**config.mk**
```make
export PLATFORM = sky130hd
export DESIGN_NAME = bms_sequencer
export DESIGN_NICKNAME = d
export VERILOG_FILES = /design/src/hw/bms_pkg.sv /design/src/hw/bms_gain_decode.sv /design/src/hw/bms_calc_core.sv /design/src/hw/bms_sequencer.sv
export VERILOG_INCLUDE_DIRS = /design/src /design/src/hw
export SDC_FILE = /design/constraint.sdc
export NUM_CORES = 2
export LEC_CHECK = 0
export ABC_AREA = 1
export BUFFER_PORTS_ARGS = -buffer_cell sky130_fd_sc_hd__buf_2
export CAP_MARGIN = 0
export CELL_PAD_IN_SITES_DETAIL_PLACEMENT = 2
export CELL_PAD_IN_SITES_GLOBAL_PLACEMENT = 2
export CORE_ASPECT_RATIO = 1.4
export CORE_MARGIN = 1.5
export CORE_UTILIZATION = 35
export DETAILED_ROUTE_END_ITERATION = 8
export PLACE_DENSITY_LB_ADDON = 0.05
export REMOVE_ABC_BUFFERS = 1
export SLEW_MARGIN = 20
export SYNTH_ARGS = -nofsm -noshare
export SYNTH_HDL_FRONTEND = slang
export SYNTH_HIERARCHICAL = 1
export SYNTH_SLANG_ARGS = --single-unit
```
**constraint.sdc**
```tcl
create_clock -name pclk -period 11.7 [get_ports pclk]
set_input_delay 0 -clock pclk [delete_from_list [all_inputs] [get_ports pclk]]
set_output_delay 0 -clock pclk [all_outputs]
set_load 0.01 [all_outputs]
```
**src/hw/bms_defs.svh**
```systemverilog
`ifndef BMS_DEFS_SVH
`define BMS_DEFS_SVH

// Register byte offsets
`define BMS_OFF_CTRL      12'h000
`define BMS_OFF_CONFIG    12'h004
`define BMS_OFF_STATUS    12'h008
`define BMS_OFF_GAIN      12'h00c
`define BMS_OFF_RESULT    12'h010
`define BMS_OFF_TEMP      12'h014
`define BMS_OFF_OFFSET    12'h018
`define BMS_OFF_AZ        12'h01c
`define BMS_OFF_COEF_SPAN 12'h020
`define BMS_OFF_COEF_T1   12'h024
`define BMS_OFF_COEF_T2   12'h028
`define BMS_OFF_CONV      12'h02c

// Control register fields
`define BMS_CTRL_START    0
`define BMS_CTRL_CMDMODE  1
`define BMS_CTRL_FULL     2

// Configuration word fields
`define BMS_CFG_G1_LO     0
`define BMS_CFG_G1_HI     1
`define BMS_CFG_G2_LO     2
`define BMS_CFG_G2_HI     4
`define BMS_CFG_POL       5
`define BMS_CFG_RES_LO    6
`define BMS_CFG_RES_HI    8
`define BMS_CFG_OFS_LO    9
`define BMS_CFG_OFS_HI    11
`define BMS_CFG_RESET     12'h000

// Resolution limits in bits
`define BMS_RES_MIN       10
`define BMS_RES_MAX       16

// Wake-up time in microseconds
`define BMS_WAKE_US       2000
`define BMS_CLK_MHZ       50

`endif

```
**src/hw/bms_pkg.sv**
```systemverilog
package bms_pkg;

    typedef enum logic [3:0] {
        BMS_SLEEP   = 4'b0000,
        BMS_WAKE    = 4'b0001,
        BMS_LATCH   = 4'b0010,
        BMS_AZ_BR   = 4'b0011,
        BMS_MEAS_BR = 4'b0100,
        BMS_AZ_TP   = 4'b0101,
        BMS_MEAS_TP = 4'b0110,
        BMS_MEAS_OS = 4'b0111,
        BMS_CALC    = 4'b1000,
        BMS_DONE    = 4'b1001
    } bms_state_t;

    typedef enum logic [1:0] {
        BMS_MUX_SHORT  = 2'b00,
        BMS_MUX_BRIDGE = 2'b01,
        BMS_MUX_TEMP   = 2'b10
    } bms_mux_t;

endpackage

```
**src/hw/bms_gain_decode.sv**
```systemverilog
`timescale 1ns/10ps
// Gain and polarity decode from latched configuration bits
module bms_gain_decode
    import bms_pkg::*;
(
    input  wire logic [1:0] first_stage_gain_sel,
    input  wire logic [2:0] second_stage_gain_sel,
    input  wire logic       polarity_inv,
    output logic      [5:0] first_gain,
    output logic      [4:0] second_gain_x10,
    output logic            chopper_invert
);

    // First stage gain table
    always_comb begin
        case (first_stage_gain_sel)
            2'h0:    first_gain = 6'h0c;
            2'h1:    first_gain = 6'h14;
            2'h2:    first_gain = 6'h1e;
            2'h3:    first_gain = 6'h28;
            default: first_gain = 6'h0c;
        endcase
    end

    // Second stage gain in tenths: 11 + code
    assign second_gain_x10 = 5'h0b + {2'h0, second_stage_gain_sel};

    // Swapped sensor wiring is fixed by flipping the chopper phase
    assign chopper_invert = polarity_inv;

endmodule

```
**src/hw/bms_calc_core.sv**
```systemverilog
`timescale 1ns/10ps
// 18-bit correction core: offset removal, span and temperature terms
module bms_calc_core
    import bms_pkg::*;
#(
    parameter int W = 18
) (
    input  wire logic         pclk,
    input  wire logic         presetn,
    input  wire logic         start,
    input  wire logic [W-1:0] raw_bridge,
    input  wire logic [W-1:0] raw_az,
    input  wire logic [W-1:0] raw_offset,
    input  wire logic [W-1:0] raw_temp,
    input  wire logic [W-1:0] coef_span,
    input  wire logic [W-1:0] coef_t1,
    input  wire logic [W-1:0] coef_t2,
    output logic      [W-1:0] result,
    output logic              done
);

    logic [W-1:0]   result_q, result_d;
    logic           done_q, done_d;
    logic [W-1:0]   corr;
    logic [2*W-1:0] span_prod;
    logic [2*W-1:0] t1_prod;
    logic [2*W-1:0] t2_prod;
    logic [2*W-1:0] tsq;

    // Offset removal, then span and coefficient terms in Q1.(W-1); temperature square from its top W bits
    always_comb begin
        corr      = raw_bridge - raw_az - raw_offset;
        span_prod = corr * coef_span;
        tsq       = raw_temp * raw_temp;
        t1_prod   = corr * coef_t1;
        t2_prod   = corr * coef_t2;
        result_d  = result_q;
        done_d    = 1'b0;
        if (start) begin
            // Products kept modulo core width, like the hardware datapath
            result_d = span_prod[2*W-2 -: W]
                     + t1_prod[2*W-2 -: W]
                     + t2_prod[2*W-2 -: W] + tsq[2*W-1 -: W];
            done_d   = 1'b1;
        end
    end

    // Result register
    always_ff @(posedge pclk or negedge presetn) begin
        if (!presetn) begin
            result_q <= '0;
            done_q   <= 1'b0;
        end else begin
            result_q <= result_d;
            done_q   <= done_d;
        end
    end

    assign result = result_q;
    assign done   = done_q;

endmodule

```
**src/hw/bms_sequencer.sv**
```systemverilog
// The placing of the registers and the APB interface to the registers were chosen for this implementation.
`timescale 1ns/10ps
`include "bms_defs.svh"
// What this block does
// - In normal mode the block wakes from sleep, measures once and returns to sleep unaided.
// - Two modes exist, normal measurement mode and command mode for control and configuration.
// - Bridge, temperature and offset measurements select bridge pins, temperature sensor or shorted input.
// - A full measurement request runs every measurement kind over all inputs with no further request.
// - An amplifier auto-zero step precedes every bridge and every temperature measurement.
// - The lowest five configuration bits hold first-stage then second-stage gain selection.
// - First-stage codes 00, 01, 10, 11 select gains 12, 20, 30, 40.
// - Second-stage codes 000 to 111 select gains 1.1 to 1.8 in steps of 0.1.
// - A polarity bit of one inverts the chopper clock, zero leaves polarity alone.
// - Converter resolution is programmable from 10 to 16 bits.
// - An 18-bit core applies auto-zero, span and two stored-coefficient terms to the bridge value, then adds the unweighted temperature square.
// - System and sensor offset are removed using offset and auto-zero results.
// - A supply supervisor reset initialises all digital logic.
module bms_sequencer
    import bms_pkg::*;
#(
    parameter int W         = 18,
    parameter int WAKE_CYC  = `BMS_WAKE_US * `BMS_CLK_MHZ,
    parameter int CONV_BASE = 16
) (
    input  wire logic        pclk,
    input  wire logic        presetn,
    input  wire logic        psel,
    input  wire logic        penable,
    input  wire logic        pwrite,
    input  wire logic [11:0] paddr,
    input  wire logic [31:0] pwdata,
    output logic      [31:0] prdata,
    output logic             pready,
    output logic             pslverr,
    input  wire logic        conv_done,
    input  wire logic [17:0] conv_data,
    output logic             conv_start,
    output logic      [4:0]  conv_resolution,
    output logic      [1:0]  mux_sel,
    output logic             az_active,
    output logic      [1:0]  first_stage_gain_sel,
    output logic      [2:0]  second_stage_gain_sel,
    output logic             chopper_invert,
    output logic      [5:0]  first_gain,
    output logic      [4:0]  second_gain_x10,
    output logic      [2:0]  converter_offset_shift,
    output logic             active_state
);

    // Register state
    logic [11:0]  cfg_q, cfg_d;
    logic         cmd_mode_q, cmd_mode_d;
    logic         full_q, full_d;
    logic [W-1:0] span_q, span_d, t1_q, t1_d, t2_q, t2_d;
    logic [31:0]  prdata_q, prdata_d;
    logic         wr_en, rd_en, addr_ok;
    logic         start_req;

    // Sequencer state
    bms_state_t   st_q, st_d;
    logic [31:0]  wait_q, wait_d;
    logic [5:0]   lat_q, lat_d;
    logic [2:0]   ofs_q, ofs_d;
    logic [4:0]   res_q, res_d;
    logic [W-1:0] br_q, br_d, tp_q, tp_d, os_q, os_d, az_q, az_d;
    logic         issued_q, issued_d;
    logic         busy_q, busy_d;
    logic         calc_start, calc_done;
    logic [W-1:0] calc_res;
    logic [W-1:0] out_q, out_d;
    logic         ovf_q, ovf_d;
    logic [2:0]   res_code;
    bms_mux_t     mux;

    // APB decode; zero wait states
    assign wr_en   = psel && penable && pwrite;
    assign rd_en   = psel && !penable && !pwrite;
    assign pready  = 1'b1;
    assign addr_ok = (paddr[1:0] == 2'h0) && (paddr <= `BMS_OFF_CONV);
    assign pslverr = psel && penable && !addr_ok;
    assign prdata  = prdata_q;
    assign start_req = wr_en && (paddr == `BMS_OFF_CTRL) && pwdata[`BMS_CTRL_START];

    // Software registers
    always_comb begin
        cfg_d      = cfg_q;
        cmd_mode_d = cmd_mode_q;
        full_d     = full_q;
        span_d     = span_q;
        t1_d       = t1_q;
        t2_d       = t2_q;
        if (wr_en) begin
            case (paddr)
                `BMS_OFF_CTRL: begin
                    cmd_mode_d = pwdata[`BMS_CTRL_CMDMODE];
                    full_d     = pwdata[`BMS_CTRL_FULL];
                end
                `BMS_OFF_CONFIG:    cfg_d  = pwdata[11:0];
                `BMS_OFF_COEF_SPAN: span_d = pwdata[W-1:0];
                `BMS_OFF_COEF_T1:   t1_d   = pwdata[W-1:0];
                `BMS_OFF_COEF_T2:   t2_d   = pwdata[W-1:0];
                default: ;
            endcase
        end
    end

    // Read mux, registered in the setup phase so data is steady in access
    always_comb begin
        prdata_d = prdata_q;
        if (rd_en) begin
            case (paddr)
                `BMS_OFF_CTRL:      prdata_d = {29'h0, full_q, cmd_mode_q, busy_q};
                `BMS_OFF_CONFIG:    prdata_d = {20'h0, cfg_q};
                `BMS_OFF_STATUS:    prdata_d = {22'h0, ovf_q, busy_q, 4'h0, st_q};
                `BMS_OFF_GAIN:      prdata_d = {26'h0, lat_q};
                `BMS_OFF_RESULT:    prdata_d = {14'h0, out_q};
                `BMS_OFF_TEMP:      prdata_d = {14'h0, tp_q};
                `BMS_OFF_OFFSET:    prdata_d = {14'h0, os_q};
                `BMS_OFF_AZ:        prdata_d = {14'h0, az_q};
                `BMS_OFF_COEF_SPAN: prdata_d = {14'h0, span_q};
                `BMS_OFF_COEF_T1:   prdata_d = {14'h0, t1_q};
                `BMS_OFF_COEF_T2:   prdata_d = {14'h0, t2_q};
                `BMS_OFF_CONV:      prdata_d = {24'h0, ofs_q, res_q};
                default:            prdata_d = 32'h0;
            endcase
        end
    end

    // Resolution code above 6 clamps to 16 bits
    assign res_code = cfg_q[`BMS_CFG_RES_HI:`BMS_CFG_RES_LO];

    // Measurement sequence
    always_comb begin
        st_d       = st_q;
        wait_d     = wait_q;
        lat_d      = lat_q;
        ofs_d      = ofs_q;
        res_d      = res_q;
        br_d       = br_q;
        tp_d       = tp_q;
        os_d       = os_q;
        az_d       = az_q;
        issued_d   = issued_q;
        busy_d     = busy_q;
        out_d      = out_q;
        ovf_d      = ovf_q;
        calc_start = 1'b0;
        mux        = BMS_MUX_SHORT;
        if (calc_done) begin
            out_d = calc_res;
        end
        case (st_q)
            BMS_SLEEP: begin
                if (start_req) begin
                    busy_d = 1'b1;
                    wait_d = '0;
                    st_d   = cmd_mode_q ? BMS_LATCH : BMS_WAKE;
                end
            end
            BMS_WAKE: begin
                wait_d = wait_q + 32'h1;
                if (wait_q >= 32'(WAKE_CYC - 1)) begin
                    st_d = BMS_LATCH;
                end
            end
            BMS_LATCH: begin
                lat_d    = {cfg_q[`BMS_CFG_POL], cfg_q[`BMS_CFG_G2_HI:`BMS_CFG_G1_LO]};
                ofs_d    = cfg_q[`BMS_CFG_OFS_HI:`BMS_CFG_OFS_LO];
                res_d    = (res_code > 3'h6) ? 5'(`BMS_RES_MAX)
                         : 5'(`BMS_RES_MIN) + {2'h0, res_code};
                issued_d = 1'b0;
                st_d     = BMS_AZ_BR;
            end
            BMS_AZ_BR, BMS_AZ_TP, BMS_MEAS_BR, BMS_MEAS_TP, BMS_MEAS_OS: begin
                // Each step: one conversion on the selected input
                issued_d = 1'b1;
                if (conv_done && issued_q) begin
                    issued_d = 1'b0;
                    case (st_q)
                        BMS_AZ_BR:   begin az_d = conv_data; st_d = BMS_MEAS_BR; end
                        BMS_MEAS_BR: begin
                            br_d = conv_data;
                            st_d = full_q ? BMS_AZ_TP : BMS_MEAS_OS;
                        end
                        BMS_AZ_TP:   st_d = BMS_MEAS_TP;
                        BMS_MEAS_TP: begin tp_d = conv_data; st_d = BMS_MEAS_OS; end
                        default:     begin os_d = conv_data; st_d = BMS_CALC; end
                    endcase
                end
            end
            BMS_CALC: begin
                calc_start = 1'b1;
                ovf_d      = (br_q < az_q);
                st_d       = BMS_DONE;
            end
            BMS_DONE: begin
                if (calc_done) begin
                    busy_d = 1'b0;
                    st_d   = BMS_SLEEP;
                end
            end
            default: st_d = BMS_SLEEP;
        endcase
        // Input select per measurement kind
        case (st_q)
            BMS_AZ_BR, BMS_AZ_TP: mux = BMS_MUX_SHORT;
            BMS_MEAS_BR:          mux = BMS_MUX_BRIDGE;
            BMS_MEAS_TP:          mux = BMS_MUX_TEMP;
            BMS_MEAS_OS:          mux = BMS_MUX_SHORT;
            default:              mux = BMS_MUX_SHORT;
        endcase
    end

    // Supervisor reset drives presetn and clears all state except res_q, which loads 10 bits
    always_ff @(posedge pclk or negedge presetn) begin
        if (!presetn) begin
            cfg_q      <= `BMS_CFG_RESET;
            cmd_mode_q <= 1'b0;
            full_q     <= 1'b0;
            span_q     <= '0;
            t1_q       <= '0;
            t2_q       <= '0;
            prdata_q   <= '0;
            st_q       <= BMS_SLEEP;
            wait_q     <= '0;
            lat_q      <= '0;
            ofs_q      <= '0;
            res_q      <= 5'(`BMS_RES_MIN);
            br_q       <= '0;
            tp_q       <= '0;
            os_q       <= '0;
            az_q       <= '0;
            issued_q   <= 1'b0;
            busy_q     <= 1'b0;
            out_q      <= '0;
            ovf_q      <= 1'b0;
        end else begin
            cfg_q      <= cfg_d;
            cmd_mode_q <= cmd_mode_d;
            full_q     <= full_d;
            span_q     <= span_d;
            t1_q       <= t1_d;
            t2_q       <= t2_d;
            prdata_q   <= prdata_d;
            st_q       <= st_d;
            wait_q     <= wait_d;
            lat_q      <= lat_d;
            ofs_q      <= ofs_d;
            res_q      <= res_d;
            br_q       <= br_d;
            tp_q       <= tp_d;
            os_q       <= os_d;
            az_q       <= az_d;
            issued_q   <= issued_d;
            busy_q     <= busy_d;
            out_q      <= out_d;
            ovf_q      <= ovf_d;
        end
    end

    // Conversion request: first cycle of a conversion step
    assign conv_start = !issued_q && ((st_q == BMS_AZ_BR) || (st_q == BMS_AZ_TP) || (st_q == BMS_MEAS_BR)
                        || (st_q == BMS_MEAS_TP) || (st_q == BMS_MEAS_OS));
    assign az_active  = (st_q == BMS_AZ_BR) || (st_q == BMS_AZ_TP);
    assign mux_sel    = mux;
    assign conv_resolution       = res_q;
    assign converter_offset_shift = ofs_q;
    assign first_stage_gain_sel  = lat_q[1:0];
    assign second_stage_gain_sel = lat_q[4:2];
    assign active_state          = (st_q != BMS_SLEEP);

    // Gain and polarity decode from latched copy only
    bms_gain_decode u_gain (
        .first_stage_gain_sel  (lat_q[1:0]),
        .second_stage_gain_sel (lat_q[4:2]),
        .polarity_inv          (lat_q[5]),
        .first_gain            (first_gain),
        .second_gain_x10       (second_gain_x10),
        .chopper_invert        (chopper_invert)
    );

    // Correction core
    bms_calc_core #(.W(W)) u_calc (
        .pclk       (pclk),
        .presetn    (presetn),
        .start      (calc_start),
        .raw_bridge (br_q),
        .raw_az     (az_q),
        .raw_offset (os_q),
        .raw_temp   (tp_q),
        .coef_span  (span_q),
        .coef_t1    (t1_q),
        .coef_t2    (t2_q),
        .result     (calc_res),
        .done       (calc_done)
    );

endmodule

```
## After elaboration in Yosys (flattened, before gate mapping)

Index checks and enable logic that the tools add are counted.

| word-level totals | value |
|---|---|
| word-level logic and storage cells | 127 |
| register bits after elaboration | 262 |
| input bits | 68 |
| output and inout port bits | 64 |

| cells by class | value |
|---|---|
| reduce and logical (&&, ||, !) cells | 40 |
| $add $sub $neg | 8 |
| multipliers | 4 |
| equality and inequality tests | 27 |
| mux-type cells | 21 |
| bitwise gates (word level) | 1 |
| order comparisons | 4 |

Operators by type and width:

| cell | number |
|---|---|
| case mux 18 bit (12 select lines) | 1 |
| multiplier 18 x 18 -> 35 bit | 3 |
| case mux 32 bit (2 select lines) | 1 |
| adder 18 bit | 3 |
| == test 12 x 5 -> 1 bit, second input constant | 4 |
| == test 12 x 6 -> 1 bit, second input constant | 4 |
| multiplier 18 x 18 -> 36 bit | 1 |
| subtractor 18 bit | 2 |
| adder 32 x 1 -> 32 bit, second input constant | 1 |
| >= comparator 32 x 17 -> 1 bit, second input constant | 1 |
| two-way mux 32 bit | 1 |
| == test 12 x 4 -> 1 bit, second input constant | 2 |
| case mux 4 bit (6 select lines) | 1 |
| case mux 6 bit (4 select lines) | 1 |
| less-than comparator 18 bit | 1 |
| == test 4 x 3 -> 1 bit, second input constant | 4 |
| two-way mux 4 bit | 4 |
| case mux 4 bit (4 select lines) | 1 |
| AND reduction 3 bit | 5 |
| == test 12 x 3 -> 1 bit, second input constant | 1 |
| <= comparator 12 x 6 -> 1 bit, second input constant | 1 |
| zero test 12 bit | 1 |
| AND reduction 2 bit | 6 |
| adder 4 x 3 -> 5 bit, first input constant | 2 |
| other kinds (24) | 53 |

## Logic depth before layout (Yosys ltp)

| logic depth | value |
|---|---|
| word-level depth | 6 |
| mapped depth | 58 |
| gate-level depth less buffers | 57 |

## Modules after synthesis

Netlist, hierarchy kept.

Modules (own cells, without submodules):

| module | times used | sequential area each (sq um) | cells each | area each (sq um) |
|---|---|---|---|---|
| bms_calc_core | 1 | 475.5 | 5,431 | 42,982.5 |
| bms_sequencer | 1 | 5,733.0 | 1,545 | 12,064.1 |
| bms_gain_decode | 1 | 0.0 | 19 | 132.6 |

## Worst setup path after synthesis

Ideal clock, no wire load.

| timing | value |
|---|---|
| kind | reg2reg |
| start | register br_q[0] |
| end | register u_calc.result_q[15], in the netlist u_calc/result[15] |
| data arrival time | 9.811 ns |
| stages on the path, launching flop included | 53 |
| required time | 11.582 ns |
| buffers on the path | 1 |
| slack | 1.771 ns |
| clock period less this slack | 9.929 ns |
| setup time | 0.118 ns |
| cell sequence | dfrtp_1 fa_1 fa_1 nand3_1 nand2_1 a21oi_1 o21bai_1 nand2_1 nand2_1 a21oi_2 o21ai_2 or2_2 nand2_1 buf_2 nor2_1 fa_1 inv_1 fa_1 [... 17 more ...] fa_1 inv_1 fa_1 inv_1 ha_1 inv_1 o21ai_1 inv_1 o21ai_1 a21oi_1 o21ai_1 a21oi_1 o21bai_1 nand2_1 nand2_1 nand2_1 nand3_1 nand2_1 |

| between the ends | value |
|---|---|
| longest elaborated chain between the ends | 6 |
| elaborated cells on any way between the ends | 8 |
| classes of those cells | 5 x add/sub; 3 x mul |

RTL lines:

| what | line | text |
|---|---|---|
| start: declaration | bms_sequencer.sv:65 | `logic [W-1:0] br_q, br_d, tp_q, tp_d, os_q, os_d, az_q, az_d;` |
| start signal: assignment | bms_sequencer.sv:250 | `br_q <= br_d;` |
| subtractor 18 bit * (2 in series) | bms_calc_core.sv:32 | `corr = raw_bridge - raw_az - raw_offset;` |
| multiplier 18 x 18 -> 35 bit (on tied branches) | bms_calc_core.sv:33, bms_calc_core.sv:35 |  |
| adder 18 bit | bms_calc_core.sv:42 | `+ t1_prod[2*W-2 -: W]` |
| adder 18 bit * (2 in series) | bms_calc_core.sv:43 | `+ t2_prod[2*W-2 -: W] + tsq[2*W-1 -: W];` |
| end signal: assignment | bms_calc_core.sv:54 | `result_q <= result_d;` |
| end: declaration | bms_calc_core.sv:22 | `logic [W-1:0] result_q, result_d;` |

Every way passes the cells marked *; elsewhere a longest branch is shown, timed or not.
A chain may end at the register's enable or synchronous reset.

## Final worst setup path

| timing | value |
|---|---|
| start | register az_q[4] |
| end | register u_calc.result_q[17], in the netlist u_calc/result[17] |

| between the ends | value |
|---|---|
| longest elaborated chain between the ends | 6 |
| elaborated cells on any way between the ends | 8 |
| classes of those cells | 5 x add/sub; 3 x mul |

RTL lines:

| what | line | text |
|---|---|---|
| start: declaration | bms_sequencer.sv:65 |  |
| start signal: assignment | bms_sequencer.sv:253 | `az_q <= az_d;` |
| subtractor 18 bit * (2 in series) | bms_calc_core.sv:32 |  |
| multiplier 18 x 18 -> 35 bit (on tied branches) | bms_calc_core.sv:33, bms_calc_core.sv:35 |  |
| adder 18 bit | bms_calc_core.sv:42 |  |
| adder 18 bit * (2 in series) | bms_calc_core.sv:43 |  |

Marked as above.

==> metrics.txt <==
crit path kind register to register; global placement routability congestion a little over 0.9; status completed; GRT Total Usage between 20 and 30%; top post-synthesis cells by area fa_1, inv_1, dfrtp_1; Avg WL per Cell about 24 um; Critical Path End Type register; initial detailed-routing violation count ~1700; worst vdd ir around 0.33 mV; pwr/cell area 237 nW/um2; Worst-path clk slew roughly 70 ps; Largest Register wait_q; setup TNS 0 ps; fin. max-slew vios 0; CTS tree built; Pwr Total between 10000 and 15000 uW; register area between 6000 and 7000 um2; CTS Sinks approximately 250; Design Area, Final around 61000 um2; Util after Layout 38.8%; count of cell types in the netlist 66; reg2reg end u_calc/result[17]$_DFFE_PN0P_; largest net degree at the start of global routing 153; Port Buffers approximately 100; area growth from synthesis to layout 10.2%; MaxCap Viol Count 0; Rows ~170; Final Hold Vio Count 0; WL final 220 mm; Crit. Startpoint az_q[4]$_DFFE_PN0P_; commonest cells in the netlist inv_1, nand2_1, fa_1; Leakage about 0.034 uW; CP max stage delay 550 ps; cell mode on critical path fa_1; critical path capture point u_calc/result[17]$_DFFE_PN0P_; die height ~470 um; EDFF count, synth 0; Max-Slew Margin vs Limit ~32%; post-synthesis sequential area ratio ~11%; CTS root buf clkbuf_16; Inserted Clock Buffers 29; die area between 150000 and 200000 um2; area occupied by multi-input gates 41300 um2; Routed Antenna Nets 0; first-pass GRT wire length 333 mm; Area after DPL slightly below 60000 um2; Max clock buf depth 3; Peak Freq around 90 MHz; R2R Path Start az_q[4]$_DFFE_PN0P_; Crit-path slowest cell fa_1; Pre-antenna DRT Iters 5; via count 46200; gr ovfl total 0; proportion of layout cells with a drive suffix above 1 ~7.2%; Synth async-reset ratio 100%; Boundary Pins around 130; clk_lat worst skew ~610 ps; Avg Cell Area, Syn about 7.9 um2; Layout Nets approximately 8700; post-layout min period around 11000 ps; cells after synthesis approximately 7000; area share of the leading cell type in the synthesized netlist between 30% and 40%; Final setup viols 0; Yosys Warn Count 6; CP startpoint kind register; FF-to-FF setup slack 550 ps; Mapped Area around 55000 um2; Die X 339 um; Initial Utilization between 30% and 40%; drt via density approximately 5.0; most frequent cell after synthesis inv_1; final worst-path cycle share between 90% and 100%; dpl hpwl approximately 180 mm; htree depth 1; #FFs+latches synth around 250; CP Max Fanout 16; top_reg_cell synth dfrtp_1; max reg flops 32; vias in the first global route ~54000; DRC 0; worst min path class primary input to async pin; Worst Max-Slew Pin Slew between 1000 and 1500 ps; initial antenna violation count 9; R2R cell count 50; Worst Path Arrival approximately 12000 ps; clk_skew between 8 and 9 ps; Core ar. 157000 um2; CP Data Required Time 12200 ps; Filler cells around 18000; dominant cell type by area after synthesis fa_1
-- repair_timing --
action | in CTS | in global routing
setup buffers | 0 | 11
pin swaps | 0 | 9
cloned | 0 | 2
resized for setup | 1 | 57
hold buffers | 43 | 0
endpoints found under the hold margin | 261 | 0
endpoints found under the setup margin | 1 | 12
-- critical path: cells and delay by family, from the launching register on --
| kind | cells | cell delay (ps) |
|---|---|---|
| adders and majority gates | 12 | 5470 |
| and+or+nand+nor | 16 | 1780 |
| AOI/OAI and AO/OA | 9 | 1750 |
| buffers and inverters | 12 | 1390 |
| DFF | 1 | 400 |
| xor gates and xnor gates | 1 | 190 |
-- cells by family (layout without fill, tap and decap cells) --
family                     count (synthesis)  in the layout  share of synthesized area (%)
AOI/OAI and AO/OA                        518            518                           5.21
xor gates and xnor gates                 103            103                           1.63
adders and majority gates               1506           1506                           48.1
buffers and inverters                   2069           2213                           14.5
DFF                                      248            248                           11.3
other                                      3             19                         0.0204
and+or+nand+nor                         2548           2548                           19.3
-- layout by cell type, fill, tap and decap left out, drive strengths merged, types with 11 or more instances in the layout --
cell type / instances
or2: 24
buf: 313
dfrtp: 246
nor2: 664
conb: 16
a21o: 12
inv: 1782
xor2: 60
clkinv: 25
o21a: 11
xnor2: 43
clkbuf: 40
nand2: 1453
a21oi: 164
a31oi: 11
nand3: 295
nand4: 51
o21bai: 13
o21ai: 271
ha: 481
fa: 1025
nor3: 37
dlygate4sd3: 43
-- per-stage QoR --
step	setup WS [ps]	hold WS, ps	instances
global route	-38.8	88.8	9240
CTS	34.9	28.3	9227
finish	552	10.5	9243
detailed placement	20.8	100	9130
global placement	262	94.9	9130
floorplan	1420	-296	6740
-- routing by layer --
metal / vias up / part of all wire [%] / track usage [%]
met5: - / 0.015 / 0
met4: 6 / 4.2 / 10.3
met3: 304 / 2.5 / 1.91
met2: 725 / 54 / 53.0
met1: 24400 / 40 / 32.0
li1: 20800 / - / -
-- report_power, final --
| part | internal [uW] | leakage, uW | switching [uW] |
|---|---|---|---|
| clock network | 623 | 0.000521 | 430 |
| logic | 3330 | 0.0301 | 8820 |
| registers | 1010 | 0.00331 | 195 |
| total | 4970 | 0.0339 | 9440 |
-- layout make-up --
| class | count | area share, % |
|---|---|---|
| inverters | 1801 | 11.1 |
| well taps | 2088 | 4.30 |
| repair buffers | 358 | 4.73 |
| flip-flops and latches | 248 | 10.2 |
| diodes | 3 | 0.0123 |
| clock inverters | 16 | 0.430 |
| clock buffers | 38 | 1.33 |
| multi-input cells | 4691 | 67.8 |
-- worst min path at each step --
stage,start,to,slack (ps)
3_3_place_gp,presetn,wait_q[25]$_DFFE_PN0P_,90
4_1_cts,presetn,wait_q[25]$_DFFE_PN0P_,30
3_5_place_dp,presetn,wait_q[25]$_DFFE_PN0P_,100
6_report,presetn,wait_q[24]$_DFFE_PN0P_,10
2_1_floorplan,presetn,az_q[0]$_DFFE_PN0P_,-300
5_1_grt,presetn,wait_q[24]$_DFFE_PN0P_,90
Power figures use the tool's default switching activity.
